===== src/watchdog_setup_pkg.sv =====
// Constants, field layout and types for the watchdog setup configuration block
package watchdog_setup_pkg;

  // Frame address of the setup register (first byte bits 12..8)
  localparam logic [4:0] SETUP_ADDR = 5'h06;

  // Field positions within the setup register
  localparam int IRQ_DEADLINE_BIT = 7;
  localparam int OC_SEL_BIT = 6;
  localparam int OC_TIMED_BIT = 5;
  localparam int FAULT_SECOND_BIT = 4;
  localparam int SCHEME_HI_BIT = 3;
  localparam int SCHEME_LO_BIT = 2;
  localparam int HALF_GATE_BIT = 1;
  localparam int KEEP_ON_BIT = 0;

  // Power-on value: b6 and b1 set, b4 taken as zero
  localparam logic [7:0] SETUP_RESET = 8'h42;

  // Clock and timing
  localparam int CLK_PERIOD_NS = 100;
  localparam int SHORT_OC_TIME_NS = 100000;
  localparam int SHORT_OC_CYCLES = (SHORT_OC_TIME_NS + CLK_PERIOD_NS - 1) / CLK_PERIOD_NS;
  localparam int OC_WAKE_MIN_MS = 3;
  localparam int OC_WAKE_MAX_MS = 32;
  localparam int OC_WAKE_MAX_CYCLES = OC_WAKE_MAX_MS * 1000000 / CLK_PERIOD_NS;

  // Whole periods allowed after the current one for the source read
  localparam int IRQ_EXTRA_PERIODS = 2;

  typedef enum logic [1:0] {
    scheme_simple = 2'h0,
    scheme_chal_one = 2'h1,
    scheme_chal_two = 2'h2,
    scheme_chal_four = 2'h3
  } refresh_scheme_t;

  typedef enum logic [1:0] {
    oc_ignore_a = 2'h0,
    oc_ignore_b = 2'h1,
    oc_short_wake = 2'h2,
    oc_timed = 2'h3
  } oc_mode_t;

  typedef enum logic [1:0] {
    chal_idle = 2'b01,
    chal_collect = 2'b10
  } chal_state_t;

  // Number of 16-bit challenge frames per refresh
  function automatic logic [2:0] frames_needed(input refresh_scheme_t s);
    unique case (s)
      scheme_chal_one: frames_needed = 3'h1;
      scheme_chal_two: frames_needed = 3'h2;
      scheme_chal_four: frames_needed = 3'h4;
      scheme_simple: frames_needed = 3'h1;
    endcase
  endfunction

endpackage

===== src/overcurrent_timer.sv =====
// Overcurrent duration timer: wake on long excess, short flag on early release
module overcurrent_timer #(
  parameter int CNT_W = 19
) (
  input wire logic clk,
  input wire logic rst_b,
  input wire logic armed,
  input wire logic over_current,
  input wire logic [CNT_W-1:0] limit,
  output logic long_event,
  output logic short_event
);

  if (CNT_W < 11 || CNT_W > 24) begin
    $error("overcurrent_timer: CNT_W out of range");
  end

  logic [CNT_W-1:0] count;
  logic fired;
  logic prev_over;
  wire active = armed && over_current;
  wire reach = active && !fired && (count == limit - CNT_W'(1));
  wire released = armed && prev_over && !over_current;
  wire [CNT_W-1:0] next_count = active ? ((count == '1) ? count : count + CNT_W'(1)) :
                                CNT_W'(0);

  always_ff @(posedge clk or negedge rst_b) begin
    if (!rst_b) begin
      count <= '0;
      fired <= 1'b0;
      prev_over <= 1'b0;
      long_event <= 1'b0;
      short_event <= 1'b0;
    end else begin
      count <= next_count;
      fired <= active && (fired || reach);
      prev_over <= active;
      long_event <= reach;
      short_event <= released && !fired;
    end
  end

endmodule


===== src/watchdog_setup_config.sv =====
// Watchdog setup register, refresh qualification and low-power supply handling
// Functional notes
// - The setup register takes writes only while the device is in setup mode.
// - With the deadline bit set, an interrupt source read must follow within the current plus two whole periods.
// - Without watchdog in low-power supply-on mode, codes 00/01 ignore overcurrent, 10 wakes after 100 us, 11 after the wake time.
// - With watchdog and codes 00/01, overcurrent has no effect and refresh comes only by command.
// - With watchdog and code 10, overcurrent longer than 100 us is a wake-up.
// - With watchdog and code 11, overcurrent shorter than the wake time refreshes, longer wakes.
// - With the fault bit clear, the fault pin goes low with the first reset output low.
// - With the fault bit set, the fault pin goes low only on the second consecutive reset pulse.
// - Scheme 00 accepts a simple refresh in an 8-bit or 16-bit frame.
// - Schemes 01, 10, 11 need the challenge code in one, two or four 16-bit frames.
// - With the gate bit clear the watchdog is a timeout and a refresh is taken at any time.
// - With the gate bit set a refresh is taken only in the second half of the period.
// - With keep-on clear, low battery disables the logic supply and resets; with it set the regulator stays on.
module watchdog_setup_config
  import watchdog_setup_pkg::*;
#(
  parameter int WAKE_W = 19
) (
  input wire logic clk,
  input wire logic rst_b,
  input wire logic setup_mode,
  input wire logic wr_valid,
  input wire logic [4:0] wr_addr,
  input wire logic [7:0] wr_data,
  output logic [7:0] setup_rd_data,
  input wire logic frame_valid,
  input wire logic frame_16bit,
  input wire logic code_ok,
  input wire logic second_half,
  input wire logic period_end,
  input wire logic irq_event,
  input wire logic irq_source_read,
  input wire logic low_power_supply_on_mode,
  input wire logic watchdog_in_lp,
  input wire logic current_over_limit,
  input wire logic [WAKE_W-1:0] overcurrent_wake_time,
  input wire logic reset_out_b,
  input wire logic fault_clear,
  input wire logic battery_supply_low,
  output logic refresh_ok,
  output logic refresh_error,
  output logic irq_deadline_miss,
  output logic oc_wake_event,
  output logic oc_refresh,
  output logic fault_indicator_out_b,
  output logic regulator_enable,
  output logic supply_reset_req
);

  if (WAKE_W < 11 || WAKE_W > 24) begin
    $error("watchdog_setup_config: WAKE_W out of range");
  end
  if ((1 << WAKE_W) <= OC_WAKE_MAX_CYCLES) begin
    $error("watchdog_setup_config: WAKE_W too small");
  end

  // Setup register
  logic [7:0] setup;
  wire setup_wr = wr_valid && setup_mode && (wr_addr == SETUP_ADDR);
  wire irq_read_deadline = setup[IRQ_DEADLINE_BIT];
  wire oc_mode_t supply_overcurrent_sel = oc_mode_t'({setup[OC_SEL_BIT], setup[OC_TIMED_BIT]});
  wire fault_pin_on_second_reset = setup[FAULT_SECOND_BIT];
  wire refresh_scheme_t refresh_scheme =
    refresh_scheme_t'({setup[SCHEME_HI_BIT], setup[SCHEME_LO_BIT]});
  wire period_half_gate_sel = setup[HALF_GATE_BIT];
  wire low_supply_keep_on = setup[KEEP_ON_BIT];

  always_ff @(posedge clk or negedge rst_b) begin
    if (!rst_b) begin
      setup <= SETUP_RESET;
    end else if (setup_wr) begin
      setup <= wr_data;
    end
  end

  assign setup_rd_data = setup;

  // Refresh qualification
  chal_state_t state;
  chal_state_t next_state;
  logic [2:0] chal_count;
  wire is_simple = (refresh_scheme == scheme_simple);
  wire window_ok = !period_half_gate_sel || second_half;
  wire chal_frame_good = frame_valid && frame_16bit && code_ok;
  wire chal_frame_bad = frame_valid && !(frame_16bit && code_ok);
  wire [2:0] next_chal = chal_count + 3'h1;
  wire chal_done = chal_frame_good && (next_chal >= frames_needed(refresh_scheme));
  wire simple_done = frame_valid && is_simple;
  wire cmd_done = simple_done || (!is_simple && chal_done);
  wire cmd_bad = !is_simple && chal_frame_bad;
  wire oc_refresh_ok = oc_refresh && window_ok;
  wire next_ok = (cmd_done && window_ok) || oc_refresh_ok;
  wire next_err = (cmd_done && !window_ok) || cmd_bad;
  wire chal_advance = !is_simple && chal_frame_good && !chal_done;

  always_comb begin
    next_state = state;
    unique case (state)
      chal_idle: if (chal_advance) begin
        next_state = chal_collect;
      end
      chal_collect: if (chal_done || cmd_bad || is_simple) begin
        next_state = chal_idle;
      end
    endcase
  end

  always_ff @(posedge clk or negedge rst_b) begin
    if (!rst_b) begin
      state <= chal_idle;
      chal_count <= 3'h0;
      refresh_ok <= 1'b0;
      refresh_error <= 1'b0;
    end else begin
      state <= next_state;
      chal_count <= chal_advance ? next_chal : (frame_valid || is_simple) ? 3'h0 : chal_count;
      refresh_ok <= next_ok;
      refresh_error <= next_err;
    end
  end

  // Interrupt source read deadline, counted in period ends
  logic irq_pending;
  logic [1:0] periods_seen;
  wire deadline_hit = irq_pending && period_end && irq_read_deadline &&
                      (periods_seen == 2'(IRQ_EXTRA_PERIODS));

  always_ff @(posedge clk or negedge rst_b) begin
    if (!rst_b) begin
      irq_pending <= 1'b0;
      periods_seen <= 2'h0;
      irq_deadline_miss <= 1'b0;
    end else begin
      if (irq_event && irq_read_deadline) begin
        irq_pending <= 1'b1;
        periods_seen <= 2'h0;
      end else if (irq_source_read || deadline_hit || !irq_read_deadline) begin
        irq_pending <= 1'b0;
        periods_seen <= 2'h0;
      end else if (irq_pending && period_end) begin
        periods_seen <= periods_seen + 2'h1;
      end
      irq_deadline_miss <= deadline_hit && !irq_event;
    end
  end

  // Low-power supply overcurrent handling
  wire oc_armed = low_power_supply_on_mode &&
                  (supply_overcurrent_sel == oc_short_wake || supply_overcurrent_sel == oc_timed);
  wire [WAKE_W-1:0] oc_limit = (supply_overcurrent_sel == oc_timed) ? overcurrent_wake_time :
                               WAKE_W'(SHORT_OC_CYCLES);
  logic oc_long;
  logic oc_short;

  overcurrent_timer #(
    .CNT_W(WAKE_W)
  ) u_oc_timer (
    .clk(clk),
    .rst_b(rst_b),
    .armed(oc_armed),
    .over_current(current_over_limit),
    .limit(oc_limit),
    .long_event(oc_long),
    .short_event(oc_short)
  );

  assign oc_wake_event = oc_long;
  assign oc_refresh = oc_short && watchdog_in_lp && (supply_overcurrent_sel == oc_timed);

  // Fault indicator on first or second consecutive reset pulse
  logic prev_reset_b;
  logic [1:0] reset_count;
  wire reset_fall = prev_reset_b && !reset_out_b;
  wire [1:0] next_reset_count = (reset_count == 2'h2) ? reset_count : reset_count + 2'h1;
  wire fault_now = reset_fall &&
                   (!fault_pin_on_second_reset || reset_count != 2'h0);

  always_ff @(posedge clk or negedge rst_b) begin
    if (!rst_b) begin
      prev_reset_b <= 1'b1;
      reset_count <= 2'h0;
      fault_indicator_out_b <= 1'b1;
    end else begin
      prev_reset_b <= reset_out_b;
      if (reset_fall) begin
        reset_count <= next_reset_count;
      end else if (refresh_ok) begin
        reset_count <= 2'h0;
      end
      if (fault_now) begin
        fault_indicator_out_b <= 1'b0;
      end else if (fault_clear) begin
        fault_indicator_out_b <= 1'b1;
      end
    end
  end

  // Supply-fall handling of the logic regulator
  always_ff @(posedge clk or negedge rst_b) begin
    if (!rst_b) begin
      regulator_enable <= 1'b1;
      supply_reset_req <= 1'b0;
    end else begin
      regulator_enable <= !(battery_supply_low && !low_supply_keep_on);
      supply_reset_req <= battery_supply_low && !low_supply_keep_on;
    end
  end
endmodule


===== config.mk =====
export PLATFORM = sky130hd
export DESIGN_NAME = watchdog_setup_config
export DESIGN_NICKNAME = d
export VERILOG_FILES = /design/src/watchdog_setup_pkg.sv /design/src/overcurrent_timer.sv /design/src/watchdog_setup_config.sv
export SDC_FILE = /design/constraint.sdc
export NUM_CORES = 1
export LEC_CHECK = 0
export BUFFER_PORTS_ARGS = -buffer_cell sky130_fd_sc_hd__buf_2
export CAP_MARGIN = 20
export CORE_AREA = 2 2 90 66
export CTS_BUF_LIST = sky130_fd_sc_hd__clkbuf_8
export DETAILED_ROUTE_END_ITERATION = 8
export DIE_AREA = 0 0 92 68
export MAX_ROUTING_LAYER = met4
export PLACE_DENSITY = 0.82
export SLEW_MARGIN = 20
export SYNTH_ARGS = -nofsm -noshare
export SYNTH_HDL_FRONTEND = slang
export SYNTH_SLANG_ARGS = --single-unit

===== constraint.sdc =====
create_clock -name clk -period 3.75 [get_ports clk]
set_clock_uncertainty 0.15 [all_clocks]
set_input_delay 0.75 -clock clk [delete_from_list [all_inputs] [get_ports clk]]
set_output_delay 0.75 -clock clk [all_outputs]
set_load 0.05 [all_outputs]

==> impl_metrics.toml, run 1 <==
[cts]
cts_made_buffers = 5
holdBufCountCts = 0
cts_tree = "built"
cts.repair.resized = 0
clkLatencyLatePin_ps = 300
cts.sinks = 46
clockBufferDepth = 2
post-cts-setup-buffers = 0
clk_pin_slew_ps = 90
htree_levels = 2
cts_root_buf = "clkbuf_8"

[placed_design]
place.port_buffers = 64
place_congestion = 0.939
dp.cells = 459
dp_hpwl_um = 5370

[finish]
area_delta_synth_final_pct = 16.5
fillerInstances = 466
antennaDiodeCount = 0
regArea_um2 = 1160
fin_nets = 449
finalNonFillerCells = 467
multi_input_comb_area_um2 = 1750
drive_gt1_share_pct = 25.5

[global_routing]
track_usage_pct = 24.4
first_global_vias = 2564
grt_max_degree = 47
grt_pass1_wl_um = 11600
grt.overflow.total = 0
antenna_found_initial = 0

[power]
powerDensity_nw_per_um2 = 326
ir_worst_vdd_mv = 0.170
p_leak_nw = 1.51

[sta]
finalSetupTns_ps = 0
fin_crit_sh_pct = 90.9
tightest_slew_ps = 766
slew_headroom_pct = 48.5
max_clock_freq_mhz = 293
period_needed_ps = 3410
slew_viol_final = 0
final_hold_viol_count = 0
setup-violations-final = 0
rsz0062_at_grt = "false"

[synthesis]
synth_cell_type_count = 54
synthesis.area_um2 = 3000
yosysSeqAreaShare_pct = 38.6
yosys.cell_count.top_type = "dfrtp_1"
syn_avg_cell_area_um2 = 9.21
syn-instance-count = 326
synth_area_leaders = "dfrtp_1 (34%), xnor2_1 (7.0%), xor2_1 (5.0%), nor2_1 (4.9%), dfstp_2 (4.4%)"
synth_warnings = 0
synth_edf_count = 0
synth_top_cell_by_area = "dfrtp_1"
synth_flop_cell = "dfrtp_1"
synth-seq-cells = 46
syn-num-nets = 384
synth_top_area_share_pct = 34.2
synthArstFlopShare_pct = 100
netlist_top_cells_count = "dfrtp_1 (41), nor2_1 (39), xnor2_1 (24)"

[outcome]
status = "finished clean"

[drt]
dr.pass1.iters = 4
m1WireLength_um = 3070
viasPerCell = 5.76
met2_length_um = 3190
top_layer = "met4"
route.detailed.drc = 0
dr_wl_met3_um = 555
drtIter0Drc = 222
drt-total-wl_um = 6880
wl_per_cell_um = 14.7
num_vias = 2688
antenna_left = 0

[floorplan]
initial_core_util_pct = 54.9
rows = 23
fp.dieH_um = 68
dieArea_um2 = 6260
io_pins = 65
die_w_um = 92
core_um2 = 5470

[worst_setup_path]
required_ps = 3790
cp-start-kind = "flip-flop"
worstPathArrival_ps = 3450
cp_max_fo = 8
path_cells = "and2_1 > nand2_1 > ha_1 > nor4b_1 > nand4_1 > nor4_1 > xnor2_1 > o2111ai_1 > or3b_1 > a2111oi_2"
crit_path_end_kind = "flip-flop"
critPathSlowestCell = "dfrtp_1"
max_stage_delay_ps = 470
critPathTopFamily = "simple AND/OR/NAND/NOR gates"
worst-path-buf-inv = 0
crit_type = "reg2reg"

[job]
maxCapViolCount = 0

[min_path]
hold_class = "in2async"
-- final timing paths --
check                                      start                endpoint  slack [ps]  cells after the start
worst max-delay path            setup_rd_data[5]   u_oc_timer.long_event         340                     10
worst min-delay path                       rst_b           chal_count[2]         270                      1
worst max register to register  setup_rd_data[5]   u_oc_timer.long_event         340                     10
worst min register to register  u_oc_timer.fired  u_oc_timer.short_event         310                      1
max in group asynchronous                  rst_b    u_oc_timer.count[12]        2770                      1
min in group clk                u_oc_timer.fired  u_oc_timer.short_event         310                      1
-- power breakdown --
group | leakage, nW | switching [W] | internal [W] | total (W)
registers | 0.610 | 0.0000294 | 0.000532 | 0.000561
logic | 0.857 | 0.000172 | 0.0000985 | 0.000271
clock network | 0.0408 | 0.000176 | 0.000133 | 0.000309
total | 1.51 | 0.000377 | 0.000764 | 0.00114
-- sequential cells by signal, indices dropped and copies added (netlist names), 2 cells and up --
name / flops
u_oc_timer.count: 19
periods_seen: 2
chal_count: 3
setup_rd_data: 8
reset_count: 2
-- per-stage QoR --
| step | total power, W | area (um^2) | util [%] | hold WS, ps | worst slack (ps) |
|---|---|---|---|---|---|
| floorplan | 0.000747 | 3000 | - | 273 | 259 |
| global placement | 0.000828 | 3400 | 62.2 | 308 | 389 |
| detailed placement | 0.000842 | 3400 | 62.2 | 310 | 232 |
| CTS | 0.00115 | 3490 | 63.9 | 319 | 381 |
| global route | 0.00120 | 3500 | 63.9 | 330 | 108 |
| finish | 0.00114 | 3500 | 63.9 | 274 | 341 |
-- logic make-up (layout without fill, tap and decap cells) --
logic type | after synthesis | count (layout) | share of synthesized area (%)
AO/OA/AOI/OAI | 46 | 46 | 10.8
flip-flops | 46 | 46 | 38.6
multiplexers | 10 | 10 | 3.71
adder cells (fa/ha/maj) | 9 | 9 | 3.75
buffers and inverters | 23 | 89 | 3.13
AND/OR/NAND/NOR | 151 | 151 | 28.1
XOR/XNOR | 41 | 41 | 12.0
-- layer usage --
| metal | track usage (%) | up-vias |
|---|---|---|
| li1 | - | 1302 |
| met5 | - | - |
| met4 | 5.60 | 0 |
| met2 | 40.2 | 104 |
| met1 | 31.0 | 1269 |
| met3 | 6.17 | 13 |
-- final cells by class --
type / instances / share of cell area, %
clock buffers: 5 / 1.97
clock inverters: 3 / 0.680
inverters: 13 / 1.40
multi-input cells: 257 / 50.1
flip-flops and latches: 46 / 33.1
well taps: 75 / 2.68
repair buffers: 68 / 10.1
-- layout by cell type (no fill, tap or decap), types with 9 or more instances in the layout --
| cell type | netlist | layout |
|---|---|---|
| a21oi_1 | 13 | 13 |
| buf_2 | 0 | 63 |
| dfrtp_1 | 41 | 41 |
| ha_1 | 9 | 9 |
| inv_1 | 13 | 13 |
| mux2_2 | 9 | 9 |
| nand2_1 | 22 | 22 |
| nand3_1 | 13 | 13 |
| nor2_1 | 39 | 39 |
| nor3_1 | 16 | 16 |
| o21ai_0 | 9 | 9 |
| xnor2_1 | 24 | 24 |
| xor2_1 | 17 | 17 |
Power figures use the tool's default switching activity.
==> run 2, diff against run 1 <==
--- a/config.mk
+++ b/config.mk
@@ -7,12 +7,11 @@
 export LEC_CHECK = 0
 export BUFFER_PORTS_ARGS = -buffer_cell sky130_fd_sc_hd__buf_2
 export CAP_MARGIN = 20
-export CORE_AREA = 2 2 90 66
-export CTS_BUF_LIST = sky130_fd_sc_hd__clkbuf_8
+export CORE_AREA = 2 2 92 67
 export DETAILED_ROUTE_END_ITERATION = 8
-export DIE_AREA = 0 0 92 68
+export DIE_AREA = 0 0 94 69
 export MAX_ROUTING_LAYER = met4
-export PLACE_DENSITY = 0.82
+export PLACE_DENSITY = 0.79
 export SLEW_MARGIN = 20
 export SYNTH_ARGS = -nofsm -noshare
 export SYNTH_HDL_FRONTEND = slang
==> impl_metrics.toml, run 2 (synthesis results as in run 1) <==
[outcome]
status = "finished clean"

[sta]
slew_viol_final = 0
tightest_slew_ps = 732
period_needed_ps = 3290
slew_headroom_pct = 50.8
setup-violations-final = 0
finalSetupTns_ps = 0
rsz0062_at_grt = "false"
final_hold_viol_count = 0
max_clock_freq_mhz = 304
fin_crit_sh_pct = 87.6

[min_path]
hold_class = "in2async"

[drt]
drt-total-wl_um = 6660
dr.pass1.iters = 4
wl_per_cell_um = 14.2
antenna_left = 0
num_vias = 2641
viasPerCell = 5.64
drtIter0Drc = 186
route.detailed.drc = 0

[floorplan]
dieArea_um2 = 6490
fp.dieH_um = 69
io_pins = 65
die_w_um = 94
initial_core_util_pct = 53.5
rows = 23
core_um2 = 5610

[worst_setup_path]
path_cells = "and2_1 > nand2_1 > ha_1 > or4b_4 > nor4_4 > nor3_1 > o21ai_0 > nor4b_1 > a41oi_1 > a311oi_1"
crit_type = "reg2reg"
critPathSlowestCell = "or4b_4"
required_ps = 3800
cp-startpoint = "setup_rd_data[5]"
reg2reg_from = "setup_rd_data[5]"
worstPathArrival_ps = 3340
cp-start-kind = "flip-flop"
crit_path_end_kind = "flip-flop"
max_stage_delay_ps = 530
cp_max_fo = 8

[global_routing]
antenna_found_initial = 0
grt_pass1_wl_um = 11400
first_global_vias = 2518
grt_max_degree = 47
track_usage_pct = 22.3
grt.overflow.total = 0

[finish]
fillerInstances = 485
fin_nets = 450
mostFrequentLayoutCell = "buf_2"
top_register = "u_oc_timer.count"
drive_gt1_share_pct = 25.7
layout_common_cells = "buf_2 (63), dfrtp_1 (41), nor2_1 (39), xnor2_1 (24), nand2_1 (22)"
antennaDiodeCount = 0
largest_register_ffs = 19
finalNonFillerCells = 468
area_delta_synth_final_pct = 16.6

[cts]
clk_pin_slew_ps = 90
cts.sinks = 46
cts_tree = "built"
htree_levels = 2
cts_root_buf = "clkbuf_8"
post-cts-setup-buffers = 0
clkLatencyLatePin_ps = 300
clockBufferDepth = 2
holdBufCountCts = 0
cts_made_buffers = 5
cts.repair.resized = 0

[placed_design]
place_congestion = 0.906
dp_hpwl_um = 5250
dp.cells = 460
place.port_buffers = 64

[power]
p_leak_nw = 1.52
ir_worst_vdd_mv = 0.134
powerDensity_nw_per_um2 = 322

[job]
maxCapViolCount = 0
-- run 2: power by group --
group,total (W),switching [W],internal (W)
logic,0.000267,0.000169,0.0000978
registers,0.000561,0.0000288,0.000532
clock network,0.000301,0.000170,0.000131
-- run 2: area by class of cell --
type	count	area [um^2]	area share, %
Sequential cell	46	1160	33.1
Multi-Input combinational cell	257	1750	50.0
Tap cell	75	93.8	2.68
Inverter	13	48.8	1.39
Clock buffer	5	68.8	1.97
Clock inverter	3	21.3	0.608
Timing Repair Buffer	69	360	10.3
-- run 2: worst max-delay path: cells and delay by family, from the launching register on --
| family | cells | cell delay, ps |
|---|---|---|
| AOI/OAI and AO/OA | 3 | 640 |
| and+or+nand+nor | 6 | 1700 |
| adders and majority gates | 1 | 240 |
| DFF | 1 | 470 |
-- run 2: per-stage QoR --
step	power (W)	utilization, %	hold slack (ps)	setup slack (ps)	cell area (um^2)
3_3_place_gp	0.000829	60.7	307	371	3410
6_report	0.00113	62.4	284	464	3500
3_5_place_dp	0.000839	60.7	304	311	3410
2_1_floorplan	0.000747	-	273	259	3000
5_1_grt	0.00120	62.4	321	121	3500
4_1_cts	0.00114	62.3	317	472	3500
-- run 2: worst paths after layout --
| path | endpoint | slack, ps | depth (start not counted) |
|---|---|---|---|
| max | u_oc_timer.fired | 460 | 10 |
| min | chal_count[2] | 280 | 1 |
| max reg2reg | u_oc_timer.fired | 460 | 10 |
| min reg2reg | u_oc_timer.short_event | 310 | 1 |
| max in group asynchronous | u_oc_timer.count[17] | 2780 | 1 |
| min in group clk | u_oc_timer.short_event | 310 | 1 |
-- run 2: layer usage --
| metal | track usage [%] | wire [um] | up-vias |
|---|---|---|---|
| met3 | 4.48 | 427 | 11 |
| met4 | 6.92 | 105 | 0 |
| met5 | - | 0 | - |
| li1 | - | - | 1293 |
| met2 | 34.3 | 2960 | 97 |
| met1 | 29.9 | 3170 | 1240 |
==> run 3, diff against run 2 <==
--- a/config.mk
+++ b/config.mk
@@ -7,11 +7,14 @@
 export LEC_CHECK = 0
 export BUFFER_PORTS_ARGS = -buffer_cell sky130_fd_sc_hd__buf_2
 export CAP_MARGIN = 20
-export CORE_AREA = 2 2 92 67
+export CELL_PAD_IN_SITES_DETAIL_PLACEMENT = 0
+export CELL_PAD_IN_SITES_GLOBAL_PLACEMENT = 2
+export CORE_AREA = 2 2 117 85
 export DETAILED_ROUTE_END_ITERATION = 8
-export DIE_AREA = 0 0 94 69
+export DIE_AREA = 0 0 119 87
 export MAX_ROUTING_LAYER = met4
 export PLACE_DENSITY = 0.79
+export SETUP_SLACK_MARGIN = 0.1
 export SLEW_MARGIN = 20
 export SYNTH_ARGS = -nofsm -noshare
 export SYNTH_HDL_FRONTEND = slang
==> impl_metrics.toml, run 3 (synthesis results as in run 1) <==
[global_routing]
track_usage_pct = 15.4
grt_max_degree = 33
grt.overflow.total = 0
antenna_found_initial = 0
first_global_vias = 2418
grt_pass1_wl_um = 12100

[floorplan]
fp.dieH_um = 87
rows = 30
core_um2 = 9350
initial_core_util_pct = 32.1
io_pins = 65
die_w_um = 119
dieArea_um2 = 10400

[finish]
fillerInstances = 951
area_delta_synth_final_pct = 21.9
regArea_um2 = 1160
drive_gt1_share_pct = 25.8
largest_register_ffs = 19
antennaDiodeCount = 0
mostFrequentLayoutCell = "buf_2"
fin_nets = 452
multi_input_comb_area_um2 = 1760
top_register = "u_oc_timer.count"
layout_common_cells = "buf_2 (64), dfrtp_1 (41), nor2_1 (39), xnor2_1 (24), nand2_1 (22)"

[worst_setup_path]
max_stage_delay_ps = 530
cp_max_fo = 8
cp-start-kind = "flip-flop"
required_ps = 3790
crit_path_end_kind = "flip-flop"
reg2reg_from = "setup_rd_data[5]"
worstPathArrival_ps = 3330
crit_type = "reg2reg"
path_cells = "and2_1 > nand2_1 > ha_1 > or4b_4 > nor4_4 > nor3_1 > o21ai_0 > nor4b_1 > a41oi_1 > a311oi_1"
critPathSlowestCell = "or4b_4"
cp-startpoint = "setup_rd_data[5]"

[power]
p_leak_nw = 1.56
finalPower_w = 0.00134
powerDensity_nw_per_um2 = 365
ir_worst_vdd_mv = 0.189

[placed_design]
place.port_buffers = 64
place_congestion = 0.780
dp_hpwl_um = 5790

[drt]
viasPerCell = 4.84
num_vias = 2532
antenna_left = 0
drt-total-wl_um = 7530
drtIter0Drc = 198
wl_per_cell_um = 14.4
route.detailed.drc = 0
dr.pass1.iters = 4

[cts]
cts_tree = "built"
cts_made_buffers = 5
clkLatencyLatePin_ps = 290
post-cts-setup-buffers = 0
cts.sinks = 46
clockBufferDepth = 2
cts_root_buf = "clkbuf_16"
clk_pin_slew_ps = 60
holdBufCountCts = 0
htree_levels = 2

[min_path]
min_from = "u_oc_timer.fired"
hold_class = "reg2reg"

[sta]
tightest_slew_ps = 802
final_hold_viol_count = 0
period_needed_ps = 3290
finalSetupTns_ps = 0
fin_crit_sh_pct = 87.7
slew_headroom_pct = 46.1
slew_viol_final = 0
setup-violations-final = 0
max_clock_freq_mhz = 304
rsz0062_at_grt = "false"

[outcome]
status = "finished clean"

[job]
maxCapViolCount = 0
run 3: layout make-up:
class	count	area share, %
repair buffers	71	10.2
well taps	128	4.38
flip-flops and latches	46	31.6
clock inverters	1	0.821
multi-input cells	257	48.0
inverters	13	1.33
clock buffers	7	3.63
run 3: metrics by stage:
| step | instances | setup slack, ps | hold WS [ps] | area [um^2] | util, % |
|---|---|---|---|---|---|
| floorplan | 326 | 259 | 273 | 3000 | - |
| global placement | 515 | 339 | 325 | 3490 | 37.3 |
| detailed placement | 515 | 249 | 309 | 3490 | 37.3 |
| CTS | 523 | 383 | 319 | 3650 | 39.1 |
| global route | 523 | 209 | 351 | 3660 | 39.1 |
| finish | 523 | 461 | 315 | 3660 | 39.1 |
run 3: report_power, final:
| group | internal, W | leakage [nW] | switching [W] |
|---|---|---|---|
| clock network | 0.000315 | 0.0781 | 0.000186 |
| logic | 0.000101 | 0.874 | 0.000175 |
| registers | 0.000532 | 0.610 | 0.0000271 |
| total | 0.000949 | 1.56 | 0.000388 |
run 3: repair_timing:
item	4_1_cts	5_1_grt
setup endpoints to repair	0	1
hold endpoints to repair	0	0
resized for setup	0	1
run 3: final timing paths:
kind,slack [ps],to,cells after the start
setup / recovery,460,u_oc_timer.fired,10
hold / removal,310,u_oc_timer.short_event,1
setup reg to reg,460,u_oc_timer.fired,10
hold reg to reg,310,u_oc_timer.short_event,1
max in group asynchronous,2310,setup_rd_data[6],2
min in group asynchronous,380,u_oc_timer.count[0],1
run 3: routing by layer:
metal  global-route usage [%]  share of wire [%]  vias to the layer above
met4                     3.68               0.84                        0
met1                     22.2                 53                     1173
li1                         -                  -                     1304
met3                     3.93                4.4                        5
met2                     21.4                 42                       50
met5                        -                  0                        -
run 3: critical path: cells and delay by family, from the launching register on:
| family | cells | cell delay, ps |
|---|---|---|
| and+or+nand+nor | 6 | 1710 |
| adders and majority gates | 1 | 230 |
| DFF | 1 | 440 |
| AOI/OAI and AO/OA | 3 | 650 |
